`config.mk`:
```
export PLATFORM = sky130hd
export DESIGN_NAME = radio_spi_fifo_table_pin_control
export DESIGN_NICKNAME = d
export VERILOG_FILES = /design/src/hw/radio_spi_pkg.sv /design/src/hw/queue_if.sv /design/src/hw/radio_spi_fifo_table_pin_control.sv /design/src/hw/byte_queue.sv /design/src/hw/skid_buffer.sv
export SDC_FILE = /design/constraint.sdc
export NUM_CORES = 1
export LEC_CHECK = 0
export ABC_CLOCK_PERIOD_IN_PS = 7500
export BUFFER_PORTS_ARGS = -buffer_cell sky130_fd_sc_hd__buf_2
export CORE_UTILIZATION = 67
export DETAILED_ROUTE_END_ITERATION = 12
export PLACE_DENSITY_LB_ADDON = 0.25
export SLEW_MARGIN = 20
export SYNTH_ARGS = -nofsm -noshare
export SYNTH_HDL_FRONTEND = slang
export SYNTH_SLANG_ARGS = --single-unit
```
`constraint.sdc`:
```
create_clock -name ref_clk -period 7.5 [get_ports ref_clk]
set_clock_uncertainty 0.1 [all_clocks]
set_input_delay 0.75 -clock ref_clk [delete_from_list [all_inputs] [get_ports ref_clk]]
set_output_delay 0.75 -clock ref_clk [all_outputs]
set_load 0.05 [all_outputs]
```
`src/hw/radio_spi_pkg.sv`:
```
// Shared constants, types and helpers of the serial port, queue and table logic
package radio_spi_pkg;

   localparam int          BYTE_BITS    = 8;
   localparam int          QUEUE_DEPTH  = 64;
   localparam int          QUEUE_CNT_W  = 7;
   localparam int          TABLE_DEPTH  = 8;
   localparam int          TABLE_IDX_W  = 3;

   // Header byte layout
   localparam int          HDR_RW_BIT    = 7;
   localparam int          HDR_BURST_BIT = 6;

   // Six-bit addresses
   localparam logic [5:0]  ADDR_TABLE    = 6'h3e;
   localparam logic [5:0]  ADDR_QUEUE    = 6'h3f;
   localparam logic [5:0]  ADDR_FLUSH_RX = 6'h30;
   localparam logic [5:0]  ADDR_FLUSH_TX = 6'h31;

   // Status byte state field codes
   localparam logic [2:0]  CODE_IDLE      = 3'h0;
   localparam logic [2:0]  CODE_RX        = 3'h1;
   localparam logic [2:0]  CODE_TX        = 3'h2;
   localparam logic [2:0]  CODE_OVERFLOW  = 3'h6;
   localparam logic [2:0]  CODE_UNDERFLOW = 3'h7;
   localparam logic [3:0]  COUNT_MAX      = 4'hf;

   // Reset values
   localparam logic [7:0]  TABLE_RESET    = 8'h00;
   localparam logic [3:0]  PINS_RESET     = 4'h1;

   typedef enum logic [2:0] {
      rs_sleep,
      rs_idle,
      rs_rx,
      rs_tx,
      rs_rx_overflow,
      rs_tx_underflow
   } radio_state_type;

   function automatic logic [2:0] state_code(input radio_state_type st);
      case (st)
         rs_rx:           state_code = CODE_RX;
         rs_tx:           state_code = CODE_TX;
         rs_rx_overflow:  state_code = CODE_OVERFLOW;
         rs_tx_underflow: state_code = CODE_UNDERFLOW;
         default:         state_code = CODE_IDLE;
      endcase
   endfunction

   // Byte count clipped to the four-bit status field
   function automatic logic [7:0] status_byte(input radio_state_type st,
                                              input logic [QUEUE_CNT_W-1:0] cnt);
      logic [3:0] clipped;
      clipped = (cnt > QUEUE_CNT_W'(COUNT_MAX)) ? COUNT_MAX : cnt[3:0];
      status_byte = {1'b0, state_code(st), clipped};
   endfunction

endpackage

```
`src/hw/queue_if.sv`:
```
// Connection bundle between a byte queue and the logic that fills and drains it
`timescale 1ns/1ps
`default_nettype none
interface queue_if;
   import radio_spi_pkg::*;
   logic                   push;
   logic [BYTE_BITS-1:0]   push_data;
   logic                   pop;
   logic                   clear;
   logic [BYTE_BITS-1:0]   head;
   logic [QUEUE_CNT_W-1:0] count;
   logic                   full;
   logic                   empty;
   modport owner (input push, push_data, pop, clear, output head, count, full, empty);
   modport user  (output push, push_data, pop, clear, input head, count, full, empty);
endinterface
`default_nettype wire

```
`src/hw/radio_spi_fifo_table_pin_control.sv`:
```
// Serial port access to the data queues and power table, shared pins and pin control
//
// How it works
// - Address 0x3f reaches transmit queue on write, receive queue on read.
// - Queue headers: 0x3f, 0x7f single/burst write; 0xbf, 0xff single/burst read.
// - Every data byte written to transmit queue returns a status byte.
// - Status free count is taken after the incoming byte is stored.
// - In idle or an error state, transmit flush empties transmit queue; receive flush empties receive queue.
// - Entering sleep empties both queues.
// - Power table sits at address 0x3e and takes up to eight bytes.
// - Table has eight byte entries, chosen by a 3-bit level select.
// - Table index steps per byte, wraps 7 to 0, clears while select high.
// - Table access is single or burst, read or write, from header bits.
// - Sleep wipes all table entries except entry zero.
// - Shared pin floats by default, generic when enabled, serial out while selected.
// - In serial modes during transmit, general pin 0 is transmit data input.
// - Three-pin state control works only when its enable bit is set.
// - Pins set while select high are latched on select falling edge.
// - Clock,data 00 power-down, 01 transmit, 10 idle, 11 receive.
// - Pin commands only change state; same-state command does nothing.
// - Pin strobes act at once, except power-down waits for select high.
// - Select low gives normal serial port and wakes sleep into idle.
// - Status state reads 110 after overflow, 111 after underflow, until flushed or changed by a pin command.
// - Burst header loads address counter, incremented after each byte.
`timescale 1ns/1ps
`default_nettype none
module radio_spi_fifo_table_pin_control
   import radio_spi_pkg::*;
(
   input  wire logic                    ref_clk,
   input  wire logic                    rst_n,
   input  wire logic                    chip_select_n,
   input  wire logic                    serial_clk,
   input  wire logic                    serial_data_in,
   output var  logic                    gp_output_1_shared_out,
   output var  logic                    gp_output_1_shared_oe,
   input  wire logic                    gp_output_0_in,
   output var  logic                    gp_output_0_out,
   output var  logic                    gp_output_0_oe,
   input  wire logic                    pin_ctrl_en,
   input  wire logic                    shared_pin_generic_en,
   input  wire logic                    serial_mode_en,
   input  wire logic [TABLE_IDX_W-1:0]  pa_level_select,
   output var  logic [BYTE_BITS-1:0]    pa_setting,
   output var  logic [2:0]              radio_state,
   output var  logic                    serial_tx_bit,
   output var  logic                    tx_out_valid,
   output var  logic [BYTE_BITS-1:0]    tx_out_data,
   input  wire logic                    tx_out_ready,
   input  wire logic                    rx_in_valid,
   input  wire logic [BYTE_BITS-1:0]    rx_in_data,
   output var  logic                    rx_in_ready
);
   import radio_spi_pkg::*;

   // Pin synchronisers: bit 0 select, 1 clock, 2 data in, 3 general pin 0
   logic [3:0]            sync1_reg, sync2_reg, prev_reg;
   logic                  cs_low, cs_fall, cs_rise, clk_rise, clk_fall, si_s;

   // Serial engine state
   logic [2:0]            bit_cnt_reg, bit_cnt_next;
   logic [7:0]            in_shift_reg, in_shift_next;
   logic [7:0]            out_shift_reg, out_shift_next;
   logic [7:0]            hdr_reg, hdr_next;
   logic                  hdr_seen_reg, hdr_seen_next;
   logic [5:0]            addr_cnt_reg, addr_cnt_next;
   logic [2:0]            tbl_idx_reg, tbl_idx_next;
   logic [7:0]            table_reg [TABLE_DEPTH];
   logic [7:0]            table_next [TABLE_DEPTH];

   // Radio state
   radio_state_type       state_reg, state_next;
   logic                  pd_pending_reg, pd_pending_next;
   logic [1:0]            tx_held_reg, tx_held_next;

   // Pin-facing registered outputs
   logic                  so_out_reg, so_out_next, so_oe_reg, so_oe_next;
   logic                  gp0_out_reg, gp0_out_next, gp0_oe_reg, gp0_oe_next;
   logic                  ser_bit_reg, ser_bit_next;
   logic [7:0]            pa_reg, pa_next;
   logic [2:0]            code_reg;

   // Per-cycle decode
   logic [7:0]            byte_in;
   logic [5:0]            target;
   logic                  is_read, is_burst, byte_done;
   logic                  tx_push, rx_pop, flush_tx, flush_rx, go_sleep, flush_ok;
   logic [QUEUE_CNT_W-1:0] tx_free;

   queue_if tx_q ();
   queue_if rx_q ();

   logic                  tx_skid_ready;
   logic                  rx_skid_valid;
   logic [7:0]            rx_skid_data;

   byte_queue #(.DEPTH(QUEUE_DEPTH)) tx_queue (
      .ref_clk (ref_clk),
      .rst_n   (rst_n),
      .q       (tx_q)
   );

   byte_queue #(.DEPTH(QUEUE_DEPTH)) rx_queue (
      .ref_clk (ref_clk),
      .rst_n   (rst_n),
      .q       (rx_q)
   );

   // Radio side drains the transmit queue through a two-entry buffer
   skid_buffer #(.WIDTH(BYTE_BITS)) tx_skid (
      .ref_clk   (ref_clk),
      .rst_n     (rst_n),
      .flush     (tx_q.clear),
      .in_valid  (!tx_q.empty),
      .in_data   (tx_q.head),
      .in_ready  (tx_skid_ready),
      .out_valid (tx_out_valid),
      .out_data  (tx_out_data),
      .out_ready (tx_out_ready)
   );

   // Receiver fills the receive queue through a second buffer; ready falls when full
   skid_buffer #(.WIDTH(BYTE_BITS)) rx_skid (
      .ref_clk   (ref_clk),
      .rst_n     (rst_n),
      .flush     (rx_q.clear),
      .in_valid  (rx_in_valid),
      .in_data   (rx_in_data),
      .in_ready  (rx_in_ready),
      .out_valid (rx_skid_valid),
      .out_data  (rx_skid_data),
      .out_ready (!rx_q.full)
   );

   assign tx_q.push      = tx_push;
   assign tx_q.push_data = byte_in;
   assign tx_q.pop       = !tx_q.empty && tx_skid_ready;
   assign tx_q.clear     = flush_tx || go_sleep;
   assign rx_q.push      = rx_skid_valid;
   assign rx_q.push_data = rx_skid_data;
   assign rx_q.pop       = rx_pop;
   assign rx_q.clear     = flush_rx || go_sleep;

   assign gp_output_1_shared_out = so_out_reg;
   assign gp_output_1_shared_oe  = so_oe_reg;
   assign gp_output_0_out        = gp0_out_reg;
   assign gp_output_0_oe         = gp0_oe_reg;
   assign serial_tx_bit          = ser_bit_reg;
   assign pa_setting             = pa_reg;
   assign radio_state            = code_reg;

   // Edges are found on the second stage; the first stage feeds nothing else
   always_ff @(posedge ref_clk or negedge rst_n) begin
      if (!rst_n) begin
         sync1_reg <= PINS_RESET;
         sync2_reg <= PINS_RESET;
         prev_reg  <= PINS_RESET;
      end else begin
         sync1_reg <= {gp_output_0_in, serial_data_in, serial_clk, chip_select_n};
         sync2_reg <= sync1_reg;
         prev_reg  <= sync2_reg;
      end
   end

   always_comb begin
      cs_low   = !sync2_reg[0];
      cs_fall  = prev_reg[0] && !sync2_reg[0];
      cs_rise  = !prev_reg[0] && sync2_reg[0];
      clk_rise = !prev_reg[1] && sync2_reg[1];
      clk_fall = prev_reg[1] && !sync2_reg[1];
      si_s     = sync2_reg[2];
      byte_in  = {in_shift_reg[6:0], si_s};
      byte_done = cs_low && !cs_fall && clk_rise && (bit_cnt_reg == 3'h7);
   end

   // Serial engine
   always_comb begin
      bit_cnt_next   = bit_cnt_reg;
      in_shift_next  = in_shift_reg;
      out_shift_next = out_shift_reg;
      hdr_next       = hdr_reg;
      hdr_seen_next  = hdr_seen_reg;
      addr_cnt_next  = addr_cnt_reg;
      tbl_idx_next   = tbl_idx_reg;
      table_next     = table_reg;
      tx_push        = 1'b0;
      rx_pop         = 1'b0;
      flush_tx       = 1'b0;
      flush_rx       = 1'b0;
      go_sleep       = cs_rise && pd_pending_reg;
      flush_ok       = (state_reg == rs_idle) || (state_reg == rs_tx_underflow) ||
                       (state_reg == rs_rx_overflow);
      tx_free        = QUEUE_CNT_W'(QUEUE_DEPTH - tx_q.count - tx_held_reg);
      is_read        = hdr_reg[HDR_RW_BIT];
      is_burst       = hdr_reg[HDR_BURST_BIT];
      target         = hdr_reg[5:0];

      if (!cs_low) begin
         bit_cnt_next  = 3'h0;
         hdr_seen_next = 1'b0;
         tbl_idx_next  = 3'h0;
      end else if (cs_fall) begin
         out_shift_next = status_byte(state_reg, tx_free);
      end else if (clk_rise) begin
         in_shift_next = byte_in;
         bit_cnt_next  = 3'(bit_cnt_reg + 1'b1);
      end else if (clk_fall && bit_cnt_reg != 3'h0) begin
         out_shift_next = {out_shift_reg[6:0], 1'b0};
      end

      if (byte_done && !hdr_seen_reg) begin
         hdr_next      = byte_in;
         addr_cnt_next = byte_in[5:0];
         is_read       = byte_in[HDR_RW_BIT];
         is_burst      = byte_in[HDR_BURST_BIT];
         target        = byte_in[5:0];
         hdr_seen_next = (target == ADDR_QUEUE) || (target == ADDR_TABLE) || is_burst;
         if (!is_burst && flush_ok && target == ADDR_FLUSH_TX) flush_tx = 1'b1;
         if (!is_burst && flush_ok && target == ADDR_FLUSH_RX) flush_rx = 1'b1;
      end else if (byte_done) begin
         addr_cnt_next = 6'(addr_cnt_reg + 1'b1);
         hdr_seen_next = is_burst;
         if (target == ADDR_QUEUE && !is_read && tx_free != '0) tx_push = 1'b1;
         if (target == ADDR_TABLE) begin
            tbl_idx_next = 3'(tbl_idx_reg + 1'b1);
            if (!is_read) table_next[tbl_idx_reg] = byte_in;
         end
      end

      if (byte_done) begin
         out_shift_next = status_byte(state_reg, QUEUE_CNT_W'(tx_free - tx_push));
         if (hdr_seen_next && is_read && target == ADDR_QUEUE && !rx_q.empty) begin
            out_shift_next = rx_q.head;
            rx_pop         = 1'b1;
         end else if (hdr_seen_next && is_read && target == ADDR_TABLE) begin
            out_shift_next = table_reg[tbl_idx_next];
         end else if (hdr_seen_next && is_read) begin
            out_shift_next = 8'h00;
         end
      end

      if (go_sleep) begin
         for (int i = 1; i < TABLE_DEPTH; i++) table_next[i] = TABLE_RESET;
      end
   end

   // Radio state and pin control
   always_comb begin
      state_next      = state_reg;
      pd_pending_next = pd_pending_reg;
      // Buffered bytes still fill the queue
      tx_held_next    = tx_q.clear ? 2'h0 :
                        2'(tx_held_reg + tx_q.pop - (tx_out_valid && tx_out_ready));
      // select low wakes sleep into idle
      if (cs_fall && state_reg == rs_sleep) state_next = rs_idle;
      // latched from values held while high
      if (cs_fall && pin_ctrl_en) begin
         case ({prev_reg[1], prev_reg[2]})
            2'b00:   pd_pending_next = 1'b1;
            2'b01:   if (state_reg != rs_tx) state_next = rs_tx;
            2'b10:   state_next = rs_idle;
            2'b11:   if (state_reg != rs_rx) state_next = rs_rx;
            default: state_next = state_reg;
         endcase
      end
      // error states hold until their flush or a pin command
      if (state_reg == rs_tx && tx_out_ready && !tx_out_valid && tx_q.empty)
         state_next = rs_tx_underflow;
      if (state_reg == rs_rx && rx_in_valid && !rx_in_ready) state_next = rs_rx_overflow;
      if (flush_tx && state_reg == rs_tx_underflow) state_next = rs_idle;
      if (flush_rx && state_reg == rs_rx_overflow) state_next = rs_idle;
      // sleep entry, queues flushed by go_sleep
      if (go_sleep) begin
         state_next      = rs_sleep;
         pd_pending_next = 1'b0;
      end
   end

   // Shared and general pins
   always_comb begin
      // serial out while selected, else generic or floating
      so_oe_next   = cs_low || shared_pin_generic_en;
      so_out_next  = cs_low ? out_shift_next[7] : !rx_q.empty;
      gp0_oe_next  = 1'b1;
      gp0_out_next = (state_reg == rs_tx);
      ser_bit_next = ser_bit_reg;
      // general pin 0 becomes transmit data input
      if (serial_mode_en && state_reg == rs_tx) begin
         gp0_oe_next  = 1'b0;
         ser_bit_next = sync2_reg[3];
      end
      pa_next = table_reg[pa_level_select];
   end

   always_ff @(posedge ref_clk or negedge rst_n) begin
      if (!rst_n) begin
         bit_cnt_reg    <= 3'h0;
         in_shift_reg   <= 8'h00;
         out_shift_reg  <= 8'h00;
         hdr_reg        <= 8'h00;
         hdr_seen_reg   <= 1'b0;
         addr_cnt_reg   <= 6'h00;
         tbl_idx_reg    <= 3'h0;
         for (int i = 0; i < TABLE_DEPTH; i++) table_reg[i] <= TABLE_RESET;
         state_reg      <= rs_idle;
         pd_pending_reg <= 1'b0;
         tx_held_reg    <= 2'h0;
         so_out_reg     <= 1'b0;
         so_oe_reg      <= 1'b0;
         gp0_out_reg    <= 1'b0;
         gp0_oe_reg     <= 1'b0;
         ser_bit_reg    <= 1'b0;
         pa_reg         <= TABLE_RESET;
         code_reg       <= CODE_IDLE;
      end else begin
         bit_cnt_reg    <= bit_cnt_next;
         in_shift_reg   <= in_shift_next;
         out_shift_reg  <= out_shift_next;
         hdr_reg        <= hdr_next;
         hdr_seen_reg   <= hdr_seen_next;
         addr_cnt_reg   <= addr_cnt_next;
         tbl_idx_reg    <= tbl_idx_next;
         table_reg      <= table_next;
         state_reg      <= state_next;
         pd_pending_reg <= pd_pending_next;
         tx_held_reg    <= tx_held_next;
         so_out_reg     <= so_out_next;
         so_oe_reg      <= so_oe_next;
         gp0_out_reg    <= gp0_out_next;
         gp0_oe_reg     <= gp0_oe_next;
         ser_bit_reg    <= ser_bit_next;
         pa_reg         <= pa_next;
         code_reg       <= state_code(state_next);
      end
   end
endmodule
`default_nettype wire

```
`src/hw/byte_queue.sv`:
```
// Flip-flop byte queue with push, pop, clear and occupancy count
`timescale 1ns/1ps
`default_nettype none
module byte_queue
   import radio_spi_pkg::*;
#(
   parameter int DEPTH = QUEUE_DEPTH
) (
   input  wire logic ref_clk,
   input  wire logic rst_n,
   queue_if.owner    q
);
   localparam int PW = $clog2(DEPTH);

   logic [BYTE_BITS-1:0]   mem_reg [DEPTH];
   logic [PW-1:0]          wr_reg, wr_next;
   logic [PW-1:0]          rd_reg, rd_next;
   logic [QUEUE_CNT_W-1:0] cnt_reg, cnt_next;
   logic                   do_push;
   logic                   do_pop;

   assign q.head  = mem_reg[rd_reg];
   assign q.count = cnt_reg;
   assign q.full  = (cnt_reg == QUEUE_CNT_W'(DEPTH));
   assign q.empty = (cnt_reg == '0);

   always_comb begin
      do_push  = q.push && !q.full && !q.clear;
      do_pop   = q.pop && !q.empty && !q.clear;
      wr_next  = wr_reg;
      rd_next  = rd_reg;
      cnt_next = cnt_reg;
      if (q.clear) begin
         wr_next  = '0;
         rd_next  = '0;
         cnt_next = '0;
      end else begin
         if (do_push) wr_next = PW'(wr_reg + 1'b1);
         if (do_pop) rd_next = PW'(rd_reg + 1'b1);
         cnt_next = QUEUE_CNT_W'(cnt_reg + do_push - do_pop);
      end
   end

   always_ff @(posedge ref_clk or negedge rst_n) begin
      if (!rst_n) begin
         wr_reg  <= '0;
         rd_reg  <= '0;
         cnt_reg <= '0;
      end else begin
         wr_reg  <= wr_next;
         rd_reg  <= rd_next;
         cnt_reg <= cnt_next;
      end
   end

   // Storage carries no reset; emptiness is tracked by the count alone
   always_ff @(posedge ref_clk) begin
      if (do_push) mem_reg[wr_reg] <= q.push_data;
   end
endmodule
`default_nettype wire

```
`src/hw/skid_buffer.sv`:
```
// Two-entry buffer with valid and ready on both sides
`timescale 1ns/1ps
`default_nettype none
module skid_buffer #(
   parameter int WIDTH = 8
) (
   input  wire logic             ref_clk,
   input  wire logic             rst_n,
   input  wire logic             flush,
   input  wire logic             in_valid,
   input  wire logic [WIDTH-1:0] in_data,
   output var  logic             in_ready,
   output var  logic             out_valid,
   output var  logic [WIDTH-1:0] out_data,
   input  wire logic             out_ready
);
   logic [WIDTH-1:0] d0_reg, d0_next, d1_reg, d1_next;
   logic [1:0]       cnt_reg, cnt_next;
   logic             take;
   logic             give;

   assign in_ready  = (cnt_reg != 2'h2);
   assign out_valid = (cnt_reg != 2'h0);
   assign out_data  = d0_reg;

   always_comb begin
      take     = in_valid && in_ready;
      give     = out_valid && out_ready;
      d0_next  = d0_reg;
      d1_next  = d1_reg;
      cnt_next = cnt_reg;
      if (flush) begin
         cnt_next = 2'h0;
      end else begin
         if (give) d0_next = d1_reg;
         if (take) begin
            if ((cnt_reg == 2'h0) || (cnt_reg == 2'h1 && give)) d0_next = in_data;
            else d1_next = in_data;
         end
         cnt_next = 2'(cnt_reg + take - give);
      end
   end

   always_ff @(posedge ref_clk or negedge rst_n) begin
      if (!rst_n) begin
         d0_reg  <= '0;
         d1_reg  <= '0;
         cnt_reg <= 2'h0;
      end else begin
         d0_reg  <= d0_next;
         d1_reg  <= d1_next;
         cnt_reg <= cnt_next;
      end
   end
endmodule
`default_nettype wire

```
# After elaboration in Yosys (flattened, before gate mapping)

Memories as Yosys holds them, arrays and structs flattened.
Index checks and enable logic that the tools add are counted.

Flip-flop bits (word level): 201
Bits in writable memories: 1024
Input bits: 22
Output and inout bits: 26
Word-level logic and storage cells: 293
Memories: 2

Add/sub/neg operators: 19
Order comparisons: 6
Equality and inequality tests: 34
Multiplexer cells: 85
Bitwise logic cells: 11
Reductions and logical operators: 96

Memories:

| memory           | words | width | read ports | clocked after Yosys merged registers in | write ports | line             | RTL |
|---|---|---|---|---|---|---|---|
| rx_queue.mem_reg | 64    | 8     | 1          | 0                                       | 1           | byte_queue.sv:15 | `logic [BYTE_BITS-1:0] mem_reg [DEPTH];` |
| tx_queue.mem_reg | 64    | 8     | 1          | 0                                       | 1           | byte_queue.sv:15 |  |

Operator list:

| cell                                                           | number |
|---|---|
| 2-to-1 mux 56 bit                                              | 5 |
| 2-to-1 mux 8 bit                                               | 18 |
| bitwise mux 64 bit                                             | 1 |
| 2-to-1 mux 6 bit                                               | 9 |
| binary-select mux 8 bit (select 3 bit)                         | 2 |
| == test 6 bit (second input constant)                          | 8 |
| 2-to-1 mux 3 bit                                               | 16 |
| logical AND 1 bit                                              | 43 |
| adder 6 x 1 -> 6 bit (second input constant)                   | 4 |
| demux 8 bit (select 3 bit)                                     | 1 |
| one-hot mux 3 bit (4 select lines)                             | 2 |
| 2-to-1 mux 1 bit                                               | 22 |
| nonzero test 2 bit                                             | 11 |
| 2-to-1 mux 7 bit                                               | 3 |
| subtractor 7 x 1 -> 7 bit                                      | 3 |
| logical NOT 1 bit                                              | 16 |
| == test 3 bit (second input constant)                          | 5 |
| adder 7 x 1 -> 7 bit                                           | 2 |
| == test 7 bit (second input constant)                          | 2 |
| greater-than comparator 7 x 4 -> 1 bit (second input constant) | 2 |
| logical NOT 7 bit                                              | 2 |
| == test 3 x 2 -> 1 bit (second input constant)                 | 4 |
| greater-or-equal comparator 4 bit (second input constant)      | 3 |
| NOT 3 -> 4 bit                                                 | 3 |
| 24 further kinds                                               | 64 |

# Logic depth before layout (Yosys ltp)

Gate-level depths: netlist of the first run.

Depth after elaboration: 17
Gate-level depth with buffers: 22
Depth with buffers taken out: 19

# Cells and area by module

Synthesis of the first run repeated with hierarchy kept, for this count alone.

Cells, all modules: 2921
Area, all modules: 50973.9 µm²

Modules (own cells, without submodules):

| module                           | times used | cells an instance | area an instance (µm²) | sequential area each (µm²) |
|---|---|---|---|---|
| byte_queue at tx_queue           | 1          | 1036              | 21170.3                | 15850.2 |
| byte_queue at rx_queue           | 1          | 1007              | 21041.4                | 15850.2 |
| radio_spi_fifo_table_pin_control | 1          | 732               | 6935.4                 | 3183.1 |
| skid_buffer                      | 2          | 73                | 913.4                  | 450.4 |

# Worst setup path before layout of the first run

Ideal clock, no wire load.

Path type: reg2reg
From: register sync2_reg[0]
To: register tx_queue.cnt_reg[6] (netlist: tx_queue.q.count[6])
Arrival time: 4031 ps
Slack: 3237 ps
Stages on the path, launching flop included: 22
Path buffers: 4
Period minus slack after synthesis: 4263 ps
Cells stage by stage: dfstp_2 > buf_6 > or4b_4 > or3_1 > buf_6 > nand3b_4 > nor3_2 > a21o_1 > buf_6 > clkbuf_1 > nor2_1 > ha_1 > inv_1 > ha_1 > fa_1 > a21oi_1 > o21bai_1 > a21oi_1 > nor2_1 > nor2_1 > xor2_1 > nor2_1

Cells in the longest elaborated chain, start to end: 14
Elaborated cells on any way between the ends: 20

Ends and longest elaborated chain:

| element                        | line                                                                             | RTL |
|---|---|---|
| start, declared                | radio_spi_fifo_table_pin_control.sv:57                                           | `logic [3:0] sync1_reg, sync2_reg, prev_reg;` |
| start signal, assigned         | radio_spi_fifo_table_pin_control.sv:160                                          | `sync2_reg <= sync1_reg;` |
| logical NOT 1 bit              | radio_spi_fifo_table_pin_control.sv:166, radio_spi_fifo_table_pin_control.sv:167 |  |
| logical AND 1 bit              | radio_spi_fifo_table_pin_control.sv:167                                          | `cs_fall = prev_reg[0] && !sync2_reg[0];` |
| logical NOT 1 bit              | radio_spi_fifo_table_pin_control.sv:173                                          | `byte_done = cs_low && !cs_fall && clk_rise && (bit_cnt_reg == 3'h7);` |
| logical AND 1 bit (3 in a row) | radio_spi_fifo_table_pin_control.sv:173                                          |  |
| logical AND 1 bit              | radio_spi_fifo_table_pin_control.sv:211                                          | `if (byte_done && !hdr_seen_reg) begin` |
| 2-to-1 mux 1 bit               | radio_spi_fifo_table_pin_control.sv:211                                          |  |
| logical OR 1 bit               | radio_spi_fifo_table_pin_control.sv:138                                          | `assign tx_q.clear = flush_tx \|\| go_sleep;` |
| logical NOT 1 bit              | byte_queue.sv:28, byte_queue.sv:29                                               |  |
| logical AND 1 bit              | byte_queue.sv:28                                                                 | `do_push = q.push && !q.full && !q.clear;` |
| adder 7 x 1 -> 7 bit           | byte_queue.sv:40                                                                 | `cnt_next = QUEUE_CNT_W'(cnt_reg + do_push - do_pop);` |
| subtractor 7 x 1 -> 7 bit      | byte_queue.sv:40                                                                 |  |
| 2-to-1 mux 7 bit *             | byte_queue.sv:33                                                                 | `if (q.clear) begin` |
| via tx_queue.cnt_next[6]       | byte_queue.sv:18                                                                 | `logic [QUEUE_CNT_W-1:0] cnt_reg, cnt_next;` |
| end signal, assigned           | byte_queue.sv:52                                                                 | `cnt_reg <= cnt_next;` |
| end, declared                  | byte_queue.sv:18                                                                 |  |

The timed path passes the listed nets; every way through them passes the cells marked *.
A chain may end at the register's enable or synchronous reset.

# Final worst setup path of the first run

From: register in_shift_reg[0]
To: register rx_queue.cnt_reg[6] (netlist: rx_queue.q.count[6])

Cells in the longest elaborated chain, start to end: 13
Elaborated cells on any way between the ends: 24

Ends and longest elaborated chain:

| element                                                                       | line                                    | RTL |
|---|---|---|
| start, declared                                                               | radio_spi_fifo_table_pin_control.sv:62  | `logic [7:0] in_shift_reg, in_shift_next;` |
| start signal, assigned                                                        | radio_spi_fifo_table_pin_control.sv:317 | `in_shift_reg <= in_shift_next;` |
| parallel branches: the longest is 12 deep, another holds adder 7 x 1 -> 7 bit | --                                      |  |
| 2-to-1 mux 7 bit *                                                            | byte_queue.sv:33                        |  |
| via rx_queue.cnt_next[6]                                                      | byte_queue.sv:18                        |  |
| end signal, assigned                                                          | byte_queue.sv:52                        |  |
| end, declared                                                                 | byte_queue.sv:18                        |  |

Mark *: on every way through the listed nets, which the timed path passes.

==> results of run 1 <==
-- path summary, 6_finish.rpt --
check	endpoint	slack (ns)	from	cells after the start
min	sync1_reg[0]	0.05	chip_select_n	1
min in group asynchronous	pa_setting[6]	0.50	rst_n	2
max in group asynchronous	tx_queue.rd_reg[0]	5.29	rst_n	3
max	rx_queue.q.count[6]	2.52	in_shift_reg[0]	15
min reg2reg	sync2_reg[1]	0.27	sync1_reg[1]	0
max reg2reg	rx_queue.q.count[6]	2.52	in_shift_reg[0]	15
-- through the flow --
step / power (mW) / utilization / instances
floorplan: 9.59 / - / 3114
global placement: 10.2 / 0.691 / 3990
detailed placement: 10.4 / 0.691 / 3990
CTS: 16.0 / 0.741 / 4207
global route: 16.5 / 0.742 / 4207
finish: 16.0 / 0.742 / 4208
-- power breakdown --
part           internal, mW  switching, mW
Combinational         0.419           1.01
Clock                  3.24           2.51
Sequential             8.23          0.614
-- synth_stat cells, drive strengths merged (39+ instances only) --
cell type / count / area [sq um]
buf: 73 / 380
o21ai: 77 / 385
a22oi: 39 / 293
ha: 41 / 513
a21oi: 130 / 651
o22ai: 71 / 444
edfxtp: 1024 / 30700
nand2: 235 / 892
dfrtp: 197 / 4930
mux2i: 184 / 1840
clkbuf: 102 / 383
mux4: 189 / 4260
nor2: 257 / 972
inv: 48 / 180
-- routing by layer --
metal	share of wire	up-vias
li1	-	12264
met1	0.37	14705
met2	0.50	1754
met3	0.088	379
met4	0.046	4
met5	0.00021	-
-- final cells by class --
cell class	count	area (sq um)
sequential	1225	35800
fill	4247	19300
multi-input combinational	1662	13800
clock buffer	141	3060
tap	969	1210
clock inverter	75	677
timing repair buffer	83	543
inverter	52	195
antenna	1	2.50
-- cell families after synthesis --
kind of cell,Yosys count
flip-flops,1225
AND/OR/NAND/NOR,669
AO/OA/AOI/OAI,504
multiplexers,406
buffers and inverters,227
adder cells (fa/ha/maj),44
XOR/XNOR,39
-- critical path: stages (launching register included) --
cell      delay [ns]
dfrtp_2         0.84
buf_4           0.53
nand4_1         0.18
o22ai_1         0.33
nand3_1         0.42
nor2_1          0.58
ha_1            0.20
inv_1           0.04
ha_1            0.21
fa_1            0.44
a21oi_1         0.15
o21bai_1        0.10
a21oi_1         0.16
nor2_1          0.07
or3_1           0.36
a21oi_1         0.15
==> metrics.md, run 1 <==
| Metric | Value |
|---|---|
| Status | `finished, final reports clean` |
| Vias per inst | `~6.9` |
| Htree depth | `3` |
| Initial DRC Count | `between 3000 and 4000` |
| Postcts setup bufs | `0` |
| Number of buffers created by CTS | `approximately 120` |
| Grt met1 use | `0.416` |
| Max VDD drop | `~540 uV` |
| Worst-path clk slew | `about 0.06 ns` |
| Worst Path Arrival | `5.50 ns` |
| Vias in the first global route | `roughly 29000` |
| Most frequent cells in the layout | `edfxtp_1, nor2_1, nand2_1` |
| Flops & latches, synth | `1225` |
| Grt total ovfl | `0` |
| Tightest Hold Check Type | `in -> reg` |
| Post-synthesis sequential area ratio | `0.708` |
| Starting Density | `0.677` |
| Die area | `between 70000 and 80000 sq um` |
| IO Pins | `48` |
| Max frequency | `around 200 MHz` |
| FP Rows | `100` |
| Pre-CTS WS | `2.61 ns` |
| First-pass GRT wire length | `179000 um` |
| RSZ-0062 raised after global routing | `false` |
| MaxCap Viol Count | `0` |
| Mapped Nets | `3180` |
| GRT Total Usage | `0.314` |
| Layer with the highest usage | `met2` |
| CTS resizes | `0` |
| Final min period | `approximately 5 ns` |
| Hold Fails Final Rpt | `0` |
| Synth Area in Simple Gates | `0.0608` |
| CTS tree | `yes` |
| Final setup fails | `0` |
| Sinks on Clock Net | `1225` |
| WL per Instance | `approximately 28 um` |
| Clock latency on the worst-skew pair | `just over 0.7 ns` |
| Total core area | `about 75000 sq um` |
| Area delta synth->final | `9.49%` |
| Final instance area | `approximately 55000 sq um` |
| Most common cell after layout, fill and taps aside | `edfxtp_1` |
| Setup crit start kind | `register` |
| Cell Area, Placed | `51500 sq um` |
| Maximum fanout along the worst path | `43` |
| DRT Pass-1 Iters | `6` |
| WHS | `between 0.04 and 0.05 ns` |
| Main flop type after synthesis | `edfxtp_1` |
| IO buf count | `47` |
| Fin crit share | `0.665` |
| Post-synth EDFFs | `~1000` |
| Synth cell types | `between 80 and 90` |
| Largest family of logic cells by synthesized area | `multiplexers` |
| Post-synthesis mux area share | `0.128` |
| Crit path capture type | `register` |
| Compound-gate portion of the synthesized area | `0.0657` |
| Worst-margin pin slew | `between 0.9 and 1 ns` |
| Residual DRC | `0` |
| Clk buf depth | `3` |
| Detailed Place HPWL | `71700 um` |
| Post-synthesis adder-cell area fraction | `0.0113` |
| Die W | `around 280 um` |
| Mapped Avg Cell Area | `16.2 sq um` |
| Vias | `about 29000` |
| Setup TNS | `0 ns` |
| Slew margin rel. | `0.339` |
| Async SR Flop Fraction | `0.164` |
| Synth Area in XOR/XNOR | `0.00676` |
| WL final | `approximately 120000 um` |
| WS Path Type | `reg -> reg` |
| Largest net degree at the start of global routing | `~110` |
| GP Congestion | `between 0.9 and 1` |
| Root buf cell | `clkbuf_16` |
| Max Slew Vio Count | `0` |
| Final worst slack | `approximately 2.5 ns` |
| Die H | `277 um` |
| Initial antenna violation count | `4` |
| Met3 global-route usage | `0.0553` |
| Cells after synthesis | `between 3000 and 4000` |
| Nets | `approximately 3200` |
| Yosys Warn Count | `0` |
| Antenna viol nets, final | `0` |
| Layout cells sized above 1 | `0.165` |
| Pwr dens | `290 nW/um^2` |
| Post-CTS Hold Buffers | `1` |
| Syn Std Cell Area | `a little over 50000 sq um` |
| M2 GR Usage | `0.521` |
| Lkg Pwr | `18.1 nW` |
| CP required | `roughly 8.0 ns` |
Note: power is estimated with default switching activity, not from simulation.
==> run 2: changes to the inputs <==
- ABC_CLOCK_PERIOD_IN_PS: 7500 -> 4700
- CORE_UTILIZATION: 67 -> 63
- clock period: 7.5 -> 4.7 ns (I/O delays scaled with it)
==> metrics.md, run 2 (synthesized netlist as in run 1, its figures left out) <==
| Metric | Value |
|---|---|
| Worst-margin pin slew | `1.03 ns (+0.0421 ns)` |
| Pwr dens | `468 nW/um^2 (+62%)` |
| Total core area | `79100 sq um (+6.1%)` |
| Initial antenna violation count | `2 (-2)` |
| Die H | `285 um (+3.1%)` |
| Max frequency | `227 MHz (+13%)` |
| Final setup fails | `0 (unchanged)` |
| MaxCap Viol Count | `0 (unchanged)` |
| GRT Total Usage | `0.301 (-0.0137)` |
| Crit path capture type | `register` |
| Hold Fails Final Rpt | `0 (unchanged)` |
| FP Rows | `103 (+3.0%)` |
| Clock latency on the worst-skew pair | `0.70 ns (about the same)` |
| Status | `finished, final reports clean` |
| WHS | `0.143 ns (+0.0938 ns)` |
| Clk pwr share | `0.376 (+0.017)` |
| Residual DRC | `0 (unchanged)` |
| Sequential power share | `0.521 (-0.031)` |
| Htree depth | `3 (unchanged)` |
| Maximum fanout along the worst path | `5 (-88%)` |
| Starting Density | `0.638 (-0.0390)` |
| WS Path Type | `reg -> reg` |
| Antenna viol nets, final | `0 (unchanged)` |
| First-pass GRT wire length | `182000 um (+1.6%)` |
| Clk buf depth | `3 (unchanged)` |
| Pre-CTS WS | `0.243 ns (-2.36 ns)` |
| Grt total ovfl | `0 (unchanged)` |
| CP required | `5.13 ns (-2.89 ns)` |
| Sw Pwr | `6.69 mW (+62%)` |
| WL final | `121000 um (+1.9%)` |
| Sinks on Clock Net | `1225 (unchanged)` |
| Worst-path clk slew | `0.06 ns (about the same)` |
| Max Slew Vio Count | `0 (unchanged)` |
| Filler cells | `4769 (+12%)` |
| WL per Instance | `27.9 um (-1.4%)` |
| Lkg Pwr | `18.6 nW (+2.5%)` |
| GP Congestion | `0.933 (-3.9%)` |
| Area delta synth->final | `11.4%` |
| Initial DRC Count | `4079 (+6.1%)` |
| Vias per inst | `6.72 (-2.8%)` |
| Tightest Hold Check Type | `in -> reg` |
| Combinational Power Share | `0.103 (+0.014)` |
| Switching Fraction | `0.254 (-0.00447)` |
| CTS tree | `yes` |
| Most frequent cells in the layout | `edfxtp_1, nor2_1, nand2_1` |
| Slew margin rel. | `0.311 (-0.0280)` |
| Final worst slack | `0.303 ns (-2.21 ns)` |
| Die area | `81300 sq um (+6.3%)` |
| IO Pins | `48 (unchanged)` |
| Die W | `285 um (+3.1%)` |
| Setup crit start kind | `register` |
| Most common cell after layout, fill and taps aside | `edfxtp_1` |
| IO buf count | `47 (unchanged)` |
| Nets | `3261 (+1.7%)` |
| Post-layout util | `0.711 (-0.0305)` |
| Layout cells sized above 1 | `0.181 (+0.0161)` |
| Detailed Place HPWL | `74400 um (+3.8%)` |
| DRT Pass-1 Iters | `8 (+2)` |
| Int Power | `19.7 mW (+65%)` |
| Diode count | `0 (-1)` |
| Worst Path Arrival | `4.82 ns (-0.68 ns)` |
| Setup TNS | `0 ns (unchanged)` |
| Vias | `29223 (+0.40%)` |
| Number of buffers created by CTS | `118 (+1.7%)` |
| Final min period | `4.40 ns (-0.588 ns)` |
| Root buf cell | `clkbuf_16` |
| Max VDD drop | `395 uV (-27%)` |
| Vias in the first global route | `29106 (-0.79%)` |
| Fin crit share | `0.935 (+0.271)` |
| Power Total | `26.4 mW (+64%)` |
| Largest net degree at the start of global routing | `95 (-14%)` |
[run 2: metrics by stage]
stage	cell area (sq um)	std cells
6_report	56300	4348
5_1_grt	56300	4348
4_1_cts	56200	4346
3_5_place_dp	52000	4108
3_3_place_gp	52000	4108
2_1_floorplan	50500	3114
[run 2: layer usage]
metal / GRT usage / up-vias / part of all wire
met5: 0 / - / 0.00021
met4: 0.122 / 4 / 0.045
met3: 0.0494 / 337 / 0.086
met2: 0.482 / 1726 / 0.48
met1: 0.417 / 14793 / 0.38
li1: - / 12363 / -
[run 2: path summary, 6_finish.rpt]
check | startpoint | endpoint | slack (ns) | depth (start not counted)
max | tx_queue.q.count[1] | out_shift_reg[3] | 0.30 | 18
min | pa_level_select[2] | pa_setting[5] | 0.14 | 2
max reg2reg | tx_queue.q.count[1] | out_shift_reg[3] | 0.30 | 18
min reg2reg | sync1_reg[3] | sync2_reg[3] | 0.25 | 0
max in group asynchronous | rst_n | rx_skid.out_data[6] | 3.02 | 3
min in group asynchronous | rst_n | gp_output_0_oe | 0.29 | 2
[run 2: cell type report]
cell class	count	area (sq um)	area share
clock buffers	144	3190	0.0568
clock inverters	79	916	0.0163
inverters	52	195	0.00347
multi-input cells	1662	13800	0.245
flip-flops and latches	1225	35800	0.637
well taps	1050	1310	0.0233
repair buffers	136	1030	0.0182
[run 2: power by group through the flow]
stage / Combinational (mW) / Clock (mW) / Sequential (mW)
finish: 2.73 / 9.90 / 13.7
detailed placement: 2.68 / 0 / 13.9
CTS: 2.71 / 9.96 / 13.7
global placement: 2.55 / 0 / 13.9
floorplan: 1.32 / 0 / 14.0
global route: 2.94 / 10.4 / 13.8
[run 2: timing repair]
action                                  4_1_cts  5_1_grt
hold buffers                                 15        0
hold endpoints to repair                    105        0
endpoints found under the setup margin        0        4
buffers inserted                              0        2
gates resized for setup                       0        3
[run 2: critical path, stage by stage, from the launching register on]
cell	delay, ns
dfrtp_1	0.44
ha_1	0.31
inv_1	0.04
ha_1	0.21
fa_1	0.43
nand2b_1	0.10
a21oi_1	0.08
xor2_1	0.27
o21a_2	0.23
a21oi_1	0.08
nor2b_1	0.15
ha_1	0.22
ha_1	0.23
a221oi_1	0.31
mux2i_1	0.13
o32ai_2	0.37
a21oi_1	0.15
a311oi_1	0.29
o31ai_1	0.10
